**config.mk**
```make
export PLATFORM = sky130hd
export DESIGN_NAME = feq_coef_bank
export DESIGN_NICKNAME = d
export VERILOG_FILES = /design/src/feq_pkg.sv /design/src/feq_coef_if.sv /design/src/feq_coef_store.sv /design/src/feq_coef_bank.sv
export SDC_FILE = /design/constraint.sdc
export NUM_CORES = 1
export LEC_CHECK = 0
export CORE_MARGIN = 3
export CORE_UTILIZATION = 65
export DETAILED_ROUTE_END_ITERATION = 10
export DONT_BUFFER_PORTS = 1
export PLACE_DENSITY = 0.81
export SETUP_SLACK_MARGIN = 0.4
export SLEW_MARGIN = 20
export SYNTH_ARGS = -nofsm -noshare
export SYNTH_HDL_FRONTEND = slang
export SYNTH_HIERARCHICAL = 1
export SYNTH_SLANG_ARGS = --single-unit
export TNS_END_PERCENT = 30
```
**constraint.sdc**
```tcl
create_clock -name pclk -period 4.8 [get_ports pclk]
set_input_delay 0.96 -clock pclk [delete_from_list [all_inputs] [get_ports pclk]]
set_output_delay 0.96 -clock pclk [all_outputs]
set_load 0.005 [all_outputs]
```
**src/feq_pkg.sv**
```systemverilog
// constants shared by the equalizer coefficient bank
package feq_pkg;

	// ------------------------------------------------------------
	// bus and word widths
	// ------------------------------------------------------------
	localparam int DATA_W = 32;
	localparam int ADDR_W = 16;
	localparam int IDX_W = 12;
	localparam int WORD_W = 16;
	localparam int COEF_W = 12;
	localparam int NUM_COEF = 5;
	localparam int SEL_W = 3;

	// ------------------------------------------------------------
	// filter shape
	// ------------------------------------------------------------
	localparam int NUM_TAPS = 9;
	localparam int CENTER_TAP = 5;
	localparam int CENTER_W = 18;

	// ------------------------------------------------------------
	// register indices, byte address is four times the index
	// ------------------------------------------------------------
	localparam logic [IDX_W-1:0] IDX_A_TAP8 = 12'h427;
	localparam logic [IDX_W-1:0] IDX_A_TAP9 = 12'h429;
	localparam logic [IDX_W-1:0] IDX_B_TAP1 = 12'h448;
	localparam logic [IDX_W-1:0] IDX_B_TAP2 = 12'h44a;
	localparam logic [IDX_W-1:0] IDX_B_TAP3 = 12'h44c;
	localparam logic [IDX_W-1:0] IDX_MODE = 12'h460;

	// ------------------------------------------------------------
	// storage slots
	// ------------------------------------------------------------
	localparam logic [SEL_W-1:0] SLOT_A_TAP8 = 3'h0;
	localparam logic [SEL_W-1:0] SLOT_A_TAP9 = 3'h1;
	localparam logic [SEL_W-1:0] SLOT_B_TAP1 = 3'h2;
	localparam logic [SEL_W-1:0] SLOT_B_TAP2 = 3'h3;
	localparam logic [SEL_W-1:0] SLOT_B_TAP3 = 3'h4;

	// ------------------------------------------------------------
	// fields and reset values
	// ------------------------------------------------------------
	localparam int SIGN_BIT = 11;
	localparam int MODE_SINGLE_BIT = 0;
	localparam logic [WORD_W-1:0] COEF_RESET = 16'h0000;
	localparam logic MODE_RESET = 1'b0;
	localparam logic [WORD_W-1:0] READ_MASK = 16'hf7ff;

endpackage

```
**src/feq_coef_if.sv**
```systemverilog
// carrier between the bus front end and the coefficient store
`timescale 1ns/1ps
interface feq_coef_if;
	logic we;
	logic [feq_pkg::SEL_W-1:0] wsel;
	logic [feq_pkg::WORD_W-1:0] wdata;
	logic rd_en;
	logic [feq_pkg::SEL_W-1:0] rsel;
	logic [feq_pkg::WORD_W-1:0] rdata;
	logic [feq_pkg::NUM_COEF-1:0][feq_pkg::WORD_W-1:0] word;

	modport ctrl (output we, output wsel, output wdata, output rd_en, output rsel,
		input rdata, input word);
	modport store (input we, input wsel, input wdata, input rd_en, input rsel,
		output rdata, output word);
endinterface

```
**src/feq_coef_store.sv**
```systemverilog
// storage of the coefficient words with registered read port
`timescale 1ns/1ps
module feq_coef_store (
	input wire logic pclk,
	input wire logic presetn,
	feq_coef_if.store bus
);
	logic [feq_pkg::NUM_COEF-1:0][feq_pkg::WORD_W-1:0] word_q;
	logic [feq_pkg::NUM_COEF-1:0][feq_pkg::WORD_W-1:0] word_d;
	logic [feq_pkg::WORD_W-1:0] rdata_q;
	logic [feq_pkg::WORD_W-1:0] rdata_d;

	// ------------------------------------------------------------
	// one word per slot
	// ------------------------------------------------------------
	for (genvar g = 0; g < feq_pkg::NUM_COEF; g++) begin : g_slot
		always_comb begin
			word_d[g] = word_q[g];
			if (bus.we && bus.wsel == feq_pkg::SEL_W'(g)) begin
				word_d[g] = bus.wdata;
			end
		end
		always_ff @(posedge pclk or negedge presetn) begin
			if (!presetn) begin
				word_q[g] <= feq_pkg::COEF_RESET;
			end else begin
				word_q[g] <= word_d[g];
			end
		end
	end

	// ------------------------------------------------------------
	// read port
	// ------------------------------------------------------------
	always_comb begin
		rdata_d = rdata_q;
		if (bus.rd_en) begin
			if (int'(bus.rsel) < feq_pkg::NUM_COEF) begin
				rdata_d = word_q[bus.rsel];
			end else begin
				rdata_d = '0;
			end
		end
	end

	always_ff @(posedge pclk or negedge presetn) begin
		if (!presetn) begin
			rdata_q <= '0;
		end else begin
			rdata_q <= rdata_d;
		end
	end

	assign bus.rdata = rdata_q;
	assign bus.word = word_q;

endmodule // feq_coef_store

```
**src/feq_coef_bank.sv**
```systemverilog
// apb register bank for the equalizer fir coefficients
//
// Added by the designer: register access over APB.
`timescale 1ns/1ps

// Contract
// - each coefficient is 12-bit signed in bits 11:0; bits 15:12 reserved.
// - every coefficient register, reserved bits too, resets to zero.
// - 0x427 drives channel A tap eight in dual-channel mode.
// - in single-channel mode 0x427 drives tap eight of the combined filter.
// - 0x429 drives tap nine of channel A or of the single filter.
// - 0x448 drives channel B tap one in dual-channel mode.
// - 0x44A drives channel B tap two in dual-channel mode.
// - 0x44C drives channel B tap three in dual-channel mode.
// - readback always shows bit 11 as zero; software ignores it.
// - filter has nine taps; center tap five is 18-bit, others 12-bit.
module feq_coef_bank (
	input wire logic pclk,
	input wire logic presetn,
	input wire logic psel,
	input wire logic penable,
	input wire logic pwrite,
	input wire logic [feq_pkg::ADDR_W-1:0] paddr,
	input wire logic [feq_pkg::DATA_W-1:0] pwdata,
	input wire logic [3:0] pstrb,
	output logic [feq_pkg::DATA_W-1:0] prdata,
	output logic pready,
	output logic pslverr,
	output logic single_channel,
	output logic signed [feq_pkg::COEF_W-1:0] chan_a_tap8_weight,
	output logic signed [feq_pkg::COEF_W-1:0] chan_a_tap9_weight,
	output logic signed [feq_pkg::COEF_W-1:0] chan_b_tap1_weight,
	output logic signed [feq_pkg::COEF_W-1:0] chan_b_tap2_weight,
	output logic signed [feq_pkg::COEF_W-1:0] chan_b_tap3_weight
);

	// ------------------------------------------------------------
	// store
	// ------------------------------------------------------------
	feq_coef_if coef ();

	feq_coef_store u_store (
		.pclk(pclk),
		.presetn(presetn),
		.bus(coef)
	);

	// ------------------------------------------------------------
	// address decode
	// ------------------------------------------------------------
	logic setup;
	logic access;
	logic hit_coef;
	logic hit_mode;
	logic [feq_pkg::SEL_W-1:0] sel;
	logic [feq_pkg::IDX_W-1:0] idx;

	assign setup = psel && !penable;
	assign access = psel && penable;
	assign idx = paddr[feq_pkg::IDX_W+1:2];

	always_comb begin
		hit_coef = 1'b0;
		hit_mode = 1'b0;
		sel = feq_pkg::SLOT_A_TAP8;
		if (paddr[1:0] == 2'h0 && paddr[feq_pkg::ADDR_W-1] == 1'b0
			&& paddr[feq_pkg::ADDR_W-2] == 1'b0) begin
			case (idx)
				feq_pkg::IDX_A_TAP8: begin
					hit_coef = 1'b1;
					sel = feq_pkg::SLOT_A_TAP8;
				end
				feq_pkg::IDX_A_TAP9: begin
					hit_coef = 1'b1;
					sel = feq_pkg::SLOT_A_TAP9;
				end
				feq_pkg::IDX_B_TAP1: begin
					hit_coef = 1'b1;
					sel = feq_pkg::SLOT_B_TAP1;
				end
				feq_pkg::IDX_B_TAP2: begin
					hit_coef = 1'b1;
					sel = feq_pkg::SLOT_B_TAP2;
				end
				feq_pkg::IDX_B_TAP3: begin
					hit_coef = 1'b1;
					sel = feq_pkg::SLOT_B_TAP3;
				end
				feq_pkg::IDX_MODE: begin
					hit_mode = 1'b1;
				end
				default: begin
					hit_coef = 1'b0;
				end
			endcase
		end
	end

	// ------------------------------------------------------------
	// write path with byte lanes
	// ------------------------------------------------------------
	logic [feq_pkg::WORD_W-1:0] old_word;

	always_comb begin
		old_word = coef.word[sel];
		coef.we = access && pwrite && hit_coef;
		coef.wsel = sel;
		coef.wdata[7:0] = pstrb[0] ? pwdata[7:0] : old_word[7:0];
		coef.wdata[15:8] = pstrb[1] ? pwdata[15:8] : old_word[15:8];
		coef.rd_en = setup && !pwrite && hit_coef;
		coef.rsel = sel;
	end

	// ------------------------------------------------------------
	// mode register
	// ------------------------------------------------------------
	logic mode_q;
	logic mode_d;

	always_comb begin
		mode_d = mode_q;
		if (access && pwrite && hit_mode && pstrb[0]) begin
			mode_d = pwdata[feq_pkg::MODE_SINGLE_BIT];
		end
	end

	always_ff @(posedge pclk or negedge presetn) begin
		if (!presetn) begin
			mode_q <= feq_pkg::MODE_RESET;
		end else begin
			mode_q <= mode_d;
		end
	end

	assign single_channel = mode_q;

	// ------------------------------------------------------------
	// read path
	// ------------------------------------------------------------
	logic rd_coef_q;
	logic rd_coef_d;
	logic rd_mode_q;
	logic rd_mode_d;

	always_comb begin
		rd_coef_d = rd_coef_q;
		rd_mode_d = rd_mode_q;
		if (setup) begin
			rd_coef_d = !pwrite && hit_coef;
			rd_mode_d = !pwrite && hit_mode;
		end
	end

	always_ff @(posedge pclk or negedge presetn) begin
		if (!presetn) begin
			rd_coef_q <= 1'b0;
			rd_mode_q <= 1'b0;
		end else begin
			rd_coef_q <= rd_coef_d;
			rd_mode_q <= rd_mode_d;
		end
	end

	always_comb begin
		prdata = '0;
		if (rd_coef_q) begin
			prdata[feq_pkg::WORD_W-1:0] = coef.rdata & feq_pkg::READ_MASK;
		end else if (rd_mode_q) begin
			prdata[feq_pkg::MODE_SINGLE_BIT] = mode_q;
		end
	end

	assign pready = access;
	assign pslverr = access && !(hit_coef || hit_mode);

	// ------------------------------------------------------------
	// tap weights toward the filter
	// ------------------------------------------------------------
	logic [feq_pkg::NUM_COEF-1:0][feq_pkg::COEF_W-1:0] wt_q;
	logic [feq_pkg::NUM_COEF-1:0][feq_pkg::COEF_W-1:0] wt_d;

	for (genvar g = 0; g < feq_pkg::NUM_COEF; g++) begin : g_wt
		// only the 12-bit outer taps live here; the 18-bit center is elsewhere
		always_comb begin
			wt_d[g] = coef.word[g][feq_pkg::COEF_W-1:0];
			if (g >= int'(feq_pkg::SLOT_B_TAP1) && mode_q) begin
				wt_d[g] = '0;
			end
		end
		always_ff @(posedge pclk or negedge presetn) begin
			if (!presetn) begin
				wt_q[g] <= '0;
			end else begin
				wt_q[g] <= wt_d[g];
			end
		end
	end

	assign chan_a_tap8_weight = wt_q[feq_pkg::SLOT_A_TAP8];
	assign chan_a_tap9_weight = wt_q[feq_pkg::SLOT_A_TAP9];
	assign chan_b_tap1_weight = wt_q[feq_pkg::SLOT_B_TAP1];
	assign chan_b_tap2_weight = wt_q[feq_pkg::SLOT_B_TAP2];
	assign chan_b_tap3_weight = wt_q[feq_pkg::SLOT_B_TAP3];

	// ------------------------------------------------------------
	// checks
	// ------------------------------------------------------------
	a_reset_clears: assert property (@(posedge pclk)
		!presetn |-> (coef.word == '0 && wt_q == '0))
		else $error("coefficients not zero under reset");

	a_write_stores: assert property (@(posedge pclk) disable iff (!presetn)
		(access && pwrite && hit_coef && pstrb[1:0] == 2'h3)
		|=> coef.word[$past(sel)] == $past(pwdata[15:0]))
		else $error("coefficient write not stored");

	a_tap8_follows: assert property (@(posedge pclk) disable iff (!presetn)
		(access && pwrite && idx == feq_pkg::IDX_A_TAP8 && paddr[1:0] == 2'h0
		&& paddr[15:14] == 2'h0 && pstrb[1:0] == 2'h3)
		|-> ##2 chan_a_tap8_weight == $past(pwdata[11:0], 2))
		else $error("tap eight weight does not follow its register");

	a_tap9_follows: assert property (@(posedge pclk) disable iff (!presetn)
		(access && pwrite && hit_coef && sel == feq_pkg::SLOT_A_TAP9 && pstrb[1:0] == 2'h3)
		|-> ##2 chan_a_tap9_weight == $past(pwdata[11:0], 2))
		else $error("tap nine weight does not follow its register");

	a_b_tap1_dual: assert property (@(posedge pclk) disable iff (!presetn)
		(!mode_q && !mode_d && coef.we && coef.wsel == feq_pkg::SLOT_B_TAP1)
		|-> ##2 chan_b_tap1_weight == $past(coef.wdata[11:0], 2))
		else $error("channel b tap one weight wrong in dual mode");

	a_b_tap2_dual: assert property (@(posedge pclk) disable iff (!presetn)
		!single_channel ##1 !single_channel |-> chan_b_tap2_weight
		== $past(coef.word[feq_pkg::SLOT_B_TAP2][11:0]))
		else $error("channel b tap two weight wrong in dual mode");

	a_b_tap3_dual: assert property (@(posedge pclk) disable iff (!presetn)
		(!mode_q && !mode_d && coef.we && coef.wsel == feq_pkg::SLOT_B_TAP3)
		|-> ##2 chan_b_tap3_weight == $past(coef.wdata[11:0], 2))
		else $error("channel b tap three weight wrong in dual mode");

	a_read_sign: assert property (@(posedge pclk) disable iff (!presetn)
		(access && !pwrite && hit_coef)
		|-> prdata[11] == 1'b0 && prdata[31:16] == '0
		&& prdata[10:0] == coef.word[sel][10:0] && prdata[15:12] == coef.word[sel][15:12])
		else $error("coefficient readback wrong");

	a_single_mutes: assert property (@(posedge pclk) disable iff (!presetn)
		single_channel |=> (chan_b_tap1_weight == '0 && chan_b_tap2_weight == '0
		&& chan_b_tap3_weight == '0))
		else $error("channel b weights active in single mode");

	a_single_keeps: assert property (@(posedge pclk) disable iff (!presetn)
		(access && pwrite && hit_mode) |=> coef.word == $past(coef.word))
		else $error("mode change disturbed stored coefficients");

	a_unmapped_err: assert property (@(posedge pclk) disable iff (!presetn)
		(access && !hit_coef && !hit_mode) |-> pslverr && pready ##1 coef.word == $past(coef.word))
		else $error("unmapped access not refused");

	a_reset_outputs: assert property (@(posedge pclk)
		!presetn |-> (prdata == '0 && single_channel == 1'b0
		&& chan_a_tap8_weight == '0 && chan_b_tap3_weight == '0))
		else $error("outputs not cleared under reset");

	a_lane_keeps: assert property (@(posedge pclk) disable iff (!presetn)
		(access && pwrite && hit_coef && !pstrb[1])
		|=> coef.word[$past(sel)][15:8] == $past(coef.word[sel][15:8]))
		else $error("unstrobed upper byte changed");

	a_tap8_single: assert property (@(posedge pclk) disable iff (!presetn)
		single_channel |=> chan_a_tap8_weight
		== $past(coef.word[feq_pkg::SLOT_A_TAP8][11:0]))
		else $error("tap eight weight lost in single mode");

	a_tap9_single: assert property (@(posedge pclk) disable iff (!presetn)
		single_channel |=> chan_a_tap9_weight
		== $past(coef.word[feq_pkg::SLOT_A_TAP9][11:0]))
		else $error("tap nine weight lost in single mode");

	a_b_restore: assert property (@(posedge pclk) disable iff (!presetn)
		$fell(single_channel) |=> chan_b_tap1_weight
		== $past(coef.word[feq_pkg::SLOT_B_TAP1][11:0]) && chan_b_tap2_weight
		== $past(coef.word[feq_pkg::SLOT_B_TAP2][11:0]))
		else $error("channel b weights not restored in dual mode");

	a_b_kept_single: assert property (@(posedge pclk) disable iff (!presetn)
		(single_channel && !coef.we) |=> coef.word[feq_pkg::SLOT_B_TAP1]
		== $past(coef.word[feq_pkg::SLOT_B_TAP1]))
		else $error("channel b word lost in single mode");

	a_mode_write: assert property (@(posedge pclk) disable iff (!presetn)
		(access && pwrite && hit_mode && pstrb[0])
		|=> single_channel == $past(pwdata[feq_pkg::MODE_SINGLE_BIT]))
		else $error("mode write not taken");

	a_read_mode: assert property (@(posedge pclk) disable iff (!presetn)
		(access && !pwrite && hit_mode) |-> prdata == {31'h0, single_channel})
		else $error("mode readback wrong");

	a_unmapped_read: assert property (@(posedge pclk) disable iff (!presetn)
		(access && !pwrite && !hit_coef && !hit_mode) |-> prdata == '0)
		else $error("unmapped read not zero");

endmodule // feq_coef_bank

```
==> results of run 1 <==
==> layout by cell type, fill, tap and decap left out, types with 4 or more instances in the layout <==
cell type    n
bufinv_16    5
a221o_1     15
buf_4       12
a211oi_1    14
o211ai_1     5
a21oi_1     22
o21ai_0     16
conb_1      17
mux2_2      88
dfrtp_1    158
a2bb2oi_1    7
and2_1      15
o22ai_1     15
nand3_1      4
nor2b_1     45
nand2_1     10
o211ai_2    10
mux2_1       7
mux2i_1     32
nor3_1      17
nor2_1       4
clkbuf_16   17
==> power by group through the flow <==
stage,logic [mW],registers (mW),clock network (mW)
floorplan,0.0524,1.36,0
global placement,0.0482,1.36,0
detailed placement,0.0506,1.36,0
CTS,0.0512,1.33,1.46
global route,0.0571,1.33,1.52
finish,0.0527,1.33,1.45
==> worst reg2reg max path: stages (launching register included) <==
cell       delay, ns
dfrtp_1         0.41
nor3_1          0.08
o21ai_0         0.22
o211ai_2        0.12
a2bb2oi_1       0.43
mux2_2          0.24
==> state kept, by name, summed over array words and instances, names as in the netlist <==
| signal | count |
|---|---|
| rd_mode_q | 1 |
| u_store/bus.rdata | 15 |
| chan_a_tap8_weight | 12 |
| rd_coef_q | 1 |
| chan_a_tap9_weight | 12 |
| chan_b_tap2_weight | 12 |
| single_channel | 1 |
| chan_b_tap1_weight | 12 |
| u_store/bus.word | 80 |
| chan_b_tap3_weight | 12 |
==> per-stage QoR <==
stage	cells	hold slack (ns)	setup slack, ns	utilization	total power, mW
after floorplan	601	0.3637	1.380	-	1.409
after global placement	697	0.3885	0.7456	0.6740	1.405
after detailed placement	697	0.3886	0.6894	0.6740	1.407
after CTS	729	0.2344	1.081	0.7320	2.841
after global routing	729	0.2199	0.9926	0.7320	2.912
final	729	0.2461	0.9676	0.7320	2.833
==> area by class of cell <==
| class | count | area (um2) | share of cell area |
|---|---|---|---|
| clock buffer | 21 | 450.4 | 0.05579 |
| clock inverter | 11 | 188.9 | 0.02340 |
| inverter | 4 | 15.01 | 0.001860 |
| multi-input combinational | 383 | 3201 | 0.3964 |
| sequential | 158 | 3954 | 0.4897 |
| tap | 140 | 175.2 | 0.02170 |
| timing repair buffer | 12 | 90.09 | 0.01116 |
==> per-layer routing <==
metal / vias up / share of wire / track usage / routed length [um]
li1: 2102 / - / - / -
met1: 2451 / 0.39 / 0.3440 / 6842
met2: 252 / 0.49 / 0.4581 / 8712
met3: 77 / 0.078 / 0.07273 / 1387
met4: 0 / 0.042 / 0.1498 / 738
met5: - / 0 / 0 / 0
==> path summary, 6_finish.rpt <==
kind | startpoint | end | slack [ns] | depth (start not counted)
hold reg to reg | u_store/bus.word[11] | chan_a_tap8_weight[11] | 0.40 | 0
min in group pclk | u_store/bus.word[11] | chan_a_tap8_weight[11] | 0.40 | 0
setup reg to reg | u_store/bus.word[37] | u_store/bus.word[21] | 3.23 | 5
max in group asynchronous | presetn | u_store/bus.word[33] | 4.31 | 0
setup / recovery | paddr[1] | u_store/bus.word[51] | 0.97 | 5
hold / removal | presetn | chan_a_tap8_weight[3] | 0.25 | 0
==> metrics.md, run 1 <==
| Metric | Value |
|---|---|
| Die Area | 0.01283 mm2 |
| CP max stage delay | 0.95 ns |
| Startpoint types | primary input |
| Pint | 2.286 mW |
| Clock group share of total power | 0.511 |
| Row count | 38 |
| CTS resizes | 0 |
| Syn avg cell area | 12.79 um2 |
| Status | complete, no violations |
| CTS tree | done |
| CORE AREA | 0.01103 mm2 |
| Starting density of the core | 0.6782 |
| Worst Skew | 0.01362 ns |
| Cell Area, Synth | 0.007481 mm2 |
| Placed wire-length estimate | 11.06 mm |
| Gate power share | 0.019 |
| Switching power | 0.5477 mW |
| Gate count after technology mapping | 585 |
| Worst skew pair latency | 0.42 ns |
| Die height | 113.3 um |
| H-tree depth | 4 |
| Tightest Hold Check Type | in2async |
| VDD IR-drop max | 0.2654 mV |
| Final Instance Area | 0.008074 mm2 |
| Sw frac | 0.1933 |
| Final wirelength | 17.68 mm |
| CP delay by family, top | simple AND/OR/NAND/NOR gates |
| Crit Path Max Fanout | 19 |
| Placed inst area | 0.007435 mm2 |
| Max clock buf depth | 2 |
| Vias per inst | 6.697 |
| Endpoints failing setup | 0 |
| Final slew viol count | 0 |
| DRC | 0 |
| DR iter-0 viols | 443 |
| WP data arrival | 4.12 ns |
| CP Class | in2reg |
| Drt pass-1 iters | 5 |
| Fillcell total | 715 |
| Remaining global-route overflow | 0 |
| Final #Nets | 633 |
| Total CTS buffers | 17 |
| CTS Hold Bufs | 0 |
| CTS Root Cell | clkbuf_16 |
| Rel. slew slack | 0.3776 |
| Maximum clock frequency | 260.9 MHz |
| CTS sink cnt | 158 |
| Io pins | 152 |
| N_diodes | 0 |
| Antenna violations before repair | 0 |
| Crit-path cells | or4_1, nor2_4, buf_4, nand4b_2, mux2_2 |
| Unrepaired setup endpoints after global routing | false |
| Die X-Extent | 113.3 um |
| Tmin final | 3.832 ns |
| PwrDens | 350.9 mW/mm2 |
| Clk pin slew, worst setup/hold paths | 0.06 ns |
| Period utilization | 0.7984 |
| Fin. Hold Viols | 0 |
| CP bufs+invs | 1 |
| Seq pwr share | 0.470 |
| Global-route wire length before repair | 27.59 mm |
| Drt wl/cell | 24.25 um |
| Required @ worst endpoint | 5.09 ns |
| Area added between synthesis and finish | 7.928% |
| Post-CTS setup buffer count | 0 |
| Vias in the first global route | 5161 |
| ANT nets after route | 0 |
| Routability cong. | 0.8570 |
| Share of cells above drive strength 1 | 0.2615 |
| Largest net degree at the start of global routing | 159 |
| Syn. warnings | 6 |
| Gr usage total | 0.2809 |
| Worst slew pin tran | 0.9282 ns |
| CP endpoint kind | flip-flop |
| CP max-delay cell | or4_1 |
| Pleak | 3.756 nW |
| Final TNS setup | 0 ns |
| Port Buf Inserts | 0 |
| Vias | 4882 |
| Max Cap Violations | 0 |
Note: power is estimated with default switching activity, not from simulation.
==> run 2, diff against run 1 <==
CORE_UTILIZATION = 57   (was 65)
PLACE_DENSITY = 0.75   (was 0.81)
clock period = 3.5 ns   (was 4.8 ns; I/O delays follow)
==> metrics.md, run 2 (synthesis results as in run 1) <==
| Metric | Value |
|---|---|
| ANT nets after route | 0 (unchanged) |
| Final #Nets | 643 (was 633) |
| Vias | 4882 (unchanged) |
| VDD IR-drop max | 0.3182 mV (was 0.2654 mV) |
| Die X-Extent | 120.6 um (was 113.3 um) |
| Total CTS buffers | 17 (unchanged) |
| Commonest non-fill, non-tap cell in the layout | dfrtp_1 (unchanged) |
| WP data arrival | 3.05 ns (was 4.12 ns) |
| H-tree depth | 4 (unchanged) |
| Row count | 41 (was 38) |
| Endpoints failing setup | 0 (unchanged) |
| Max reg flops | 80 (unchanged) |
| Highest metal used | met4 (unchanged) |
| Share of cells above drive strength 1 | 0.2742 (was 0.2615) |
| DR iter-0 viols | 337 (was 443) |
| Fin. Hold Viols | 47 (was 0) |
| Tightest Hold Check Type | in2async (unchanged) |
| Drt wl/cell | 22.98 um (was 24.25 um) |
| Met2 Routed Length | 8.737 mm (was 8.712 mm) |
| Largest net degree at the start of global routing | 159 (unchanged) |
| CTS Root Cell | clkbuf_16 (unchanged) |
| Crit Path Max Fanout | 16 (was 19) |
| Clk pin slew, worst setup/hold paths | 0.06 ns (about the same) |
| Period utilization | 0.7886 |
| Tmin final | 2.760 ns |
| Final slew viol count | 0 (unchanged) |
| Remaining global-route overflow | 0 (unchanged) |
| Global-route wire length before repair | 27.61 mm (was 27.59 mm) |
| CP endpoint kind | flip-flop (unchanged) |
| Status | complete, but fails checks (was complete, no violations) |
| PwrDens | 444.2 mW/mm2 (was 350.9 mW/mm2) |
| Die height | 120.6 um (was 113.3 um) |
| CTS tree | done (unchanged) |
| Vias per inst | 6.340 (was 6.697) |
| Most frequent cells in the layout | 158 x dfrtp_1, 88 x mux2_2, 45 x nor2b_1 (unchanged) |
| Placed wire-length estimate | 11.43 mm (was 11.06 mm) |
| Port Buf Inserts | 0 (unchanged) |
| CP Class | in2reg (unchanged) |
| Io pins | 152 (unchanged) |
| Final Instance Area | 0.008090 mm2 (was 0.008074 mm2) |
| Maximum clock frequency | 362.3 MHz |
| Drt pass-1 iters | 5 (unchanged) |
| Final wirelength | 17.69 mm (was 17.68 mm) |
| Placed inst area | 0.007550 mm2 (was 0.007435 mm2) |
| Wl on met1 | 6.999 mm (was 6.842 mm) |
| Final TNS setup | 0 ns (unchanged) |
| Worst skew pair latency | 0.41 ns (was 0.42 ns) |
| DRC | 0 (unchanged) |
| Startpoint types | primary input (unchanged) |
| Die Area | 0.01453 mm2 (was 0.01283 mm2) |
| Failing checks | negative hold slack |
| Routed met3 length | 1.241 mm (was 1.387 mm) |
| Max Cap Violations | 0 (unchanged) |
| Pleak | 3.752 nW (was 3.756 nW) |
| Reg2reg start | u_store/bus.word[55] (was u_store/bus.word[37]) |
| CTS sink cnt | 158 (unchanged) |
| Worst Skew | 0.008441 ns (was 0.01362 ns) |
| N_diodes | 0 (unchanged) |
| Post-CTS setup buffer count | 0 (unchanged) |
| CTS resizes | 0 (unchanged) |
| Gr usage total | 0.2483 (was 0.2809) |
| CORE AREA | 0.01272 mm2 (was 0.01103 mm2) |
| Hold WS | -0.02207 ns (was 0.2461 ns) |
| Worst slew pin tran | 0.7842 ns (was 0.9282 ns) |
| Rel. slew slack | 0.4770 (was 0.3776) |
| Vias in the first global route | 5148 (was 5161) |
| Starting density of the core | 0.5880 (was 0.6782) |
| Unrepaired setup endpoints after global routing | false (unchanged) |
| Antenna violations before repair | 0 (unchanged) |
| Required @ worst endpoint | 3.79 ns (was 5.09 ns) |
| Max clock buf depth | 2 (unchanged) |
| Crit path launch | paddr[6] (was paddr[1]) |
| Routability cong. | 0.8534 (was 0.8570) |
| Design Power | 3.594 mW (was 2.833 mW) |
| Area added between synthesis and finish | 8.145% (was 7.928%) |
==> run 2: cell count changes in the layout (fill, tap and decap cells not counted), sizes merged <==
| cell | delta |
|---|---|
| buf | +10 |
| clkinvlp | +2 |
| bufinv | -4 |
| inv | +1 |
| clkinv | +1 |
| clkbuf | -1 |
==> run 2: path summary, 6_finish.rpt <==
kind | endpoint | slack, ns | depth (start not counted)
hold / removal | chan_a_tap9_weight[2] | -0.02 | 0
setup / recovery | u_store/bus.word[22] | 0.74 | 7
max in group asynchronous | u_store/bus.word[44] | 3.33 | 0
hold reg to reg | chan_a_tap8_weight[11] | 0.40 | 0
setup reg to reg | u_store/bus.word[39] | 1.95 | 3
min in group pclk | rd_mode_q | 0.38 | 1
==> run 2: critical path: stages <==
cell and delay [ns]:
nor4_4 0.45, nand2_2 0.15, nor2_1 0.19, nand2_1 0.09, nor2_1 0.37, and4bb_2 0.69, mux2_2 0.41
==> run 2: per-stage QoR <==
step             util  hold WS [ns]  setup slack [ns]  cells
6_report       0.6359      -0.02207            0.7399    770
5_1_grt        0.6359      -0.04186            0.6015    770
4_1_cts        0.6359      -0.03349            0.7486    770
3_5_place_dp   0.5934        0.3871            0.3383    739
3_3_place_gp   0.5934        0.3881            0.3752    739
2_1_floorplan       -        0.3637            0.3959    601
==> run 2: cell type report <==
type | count | area (um2)
multi-input cells | 383 | 3201
clock buffers | 20 | 446.7
well taps | 172 | 215.2
clock inverters | 11 | 93.84
repair buffers | 22 | 165.2
inverters | 4 | 15.01
flip-flops and latches | 158 | 3954
fillers | 1001 | 4632
==> run 2: routing by layer <==
layer | GRT usage | vias to the layer above
met2 | 0.4104 | 217
met3 | 0.06501 | 62
li1 | - | 2122
met5 | 0 | -
met1 | 0.2951 | 2481
met4 | 0.1395 | 0
==> run 2: where the power goes <==
group	switching, mW	leakage [nW]	internal, mW
registers	0.000112	2.21	1.83
logic	0.0456	1.29	0.0266
clock network	0.707	0.258	0.987
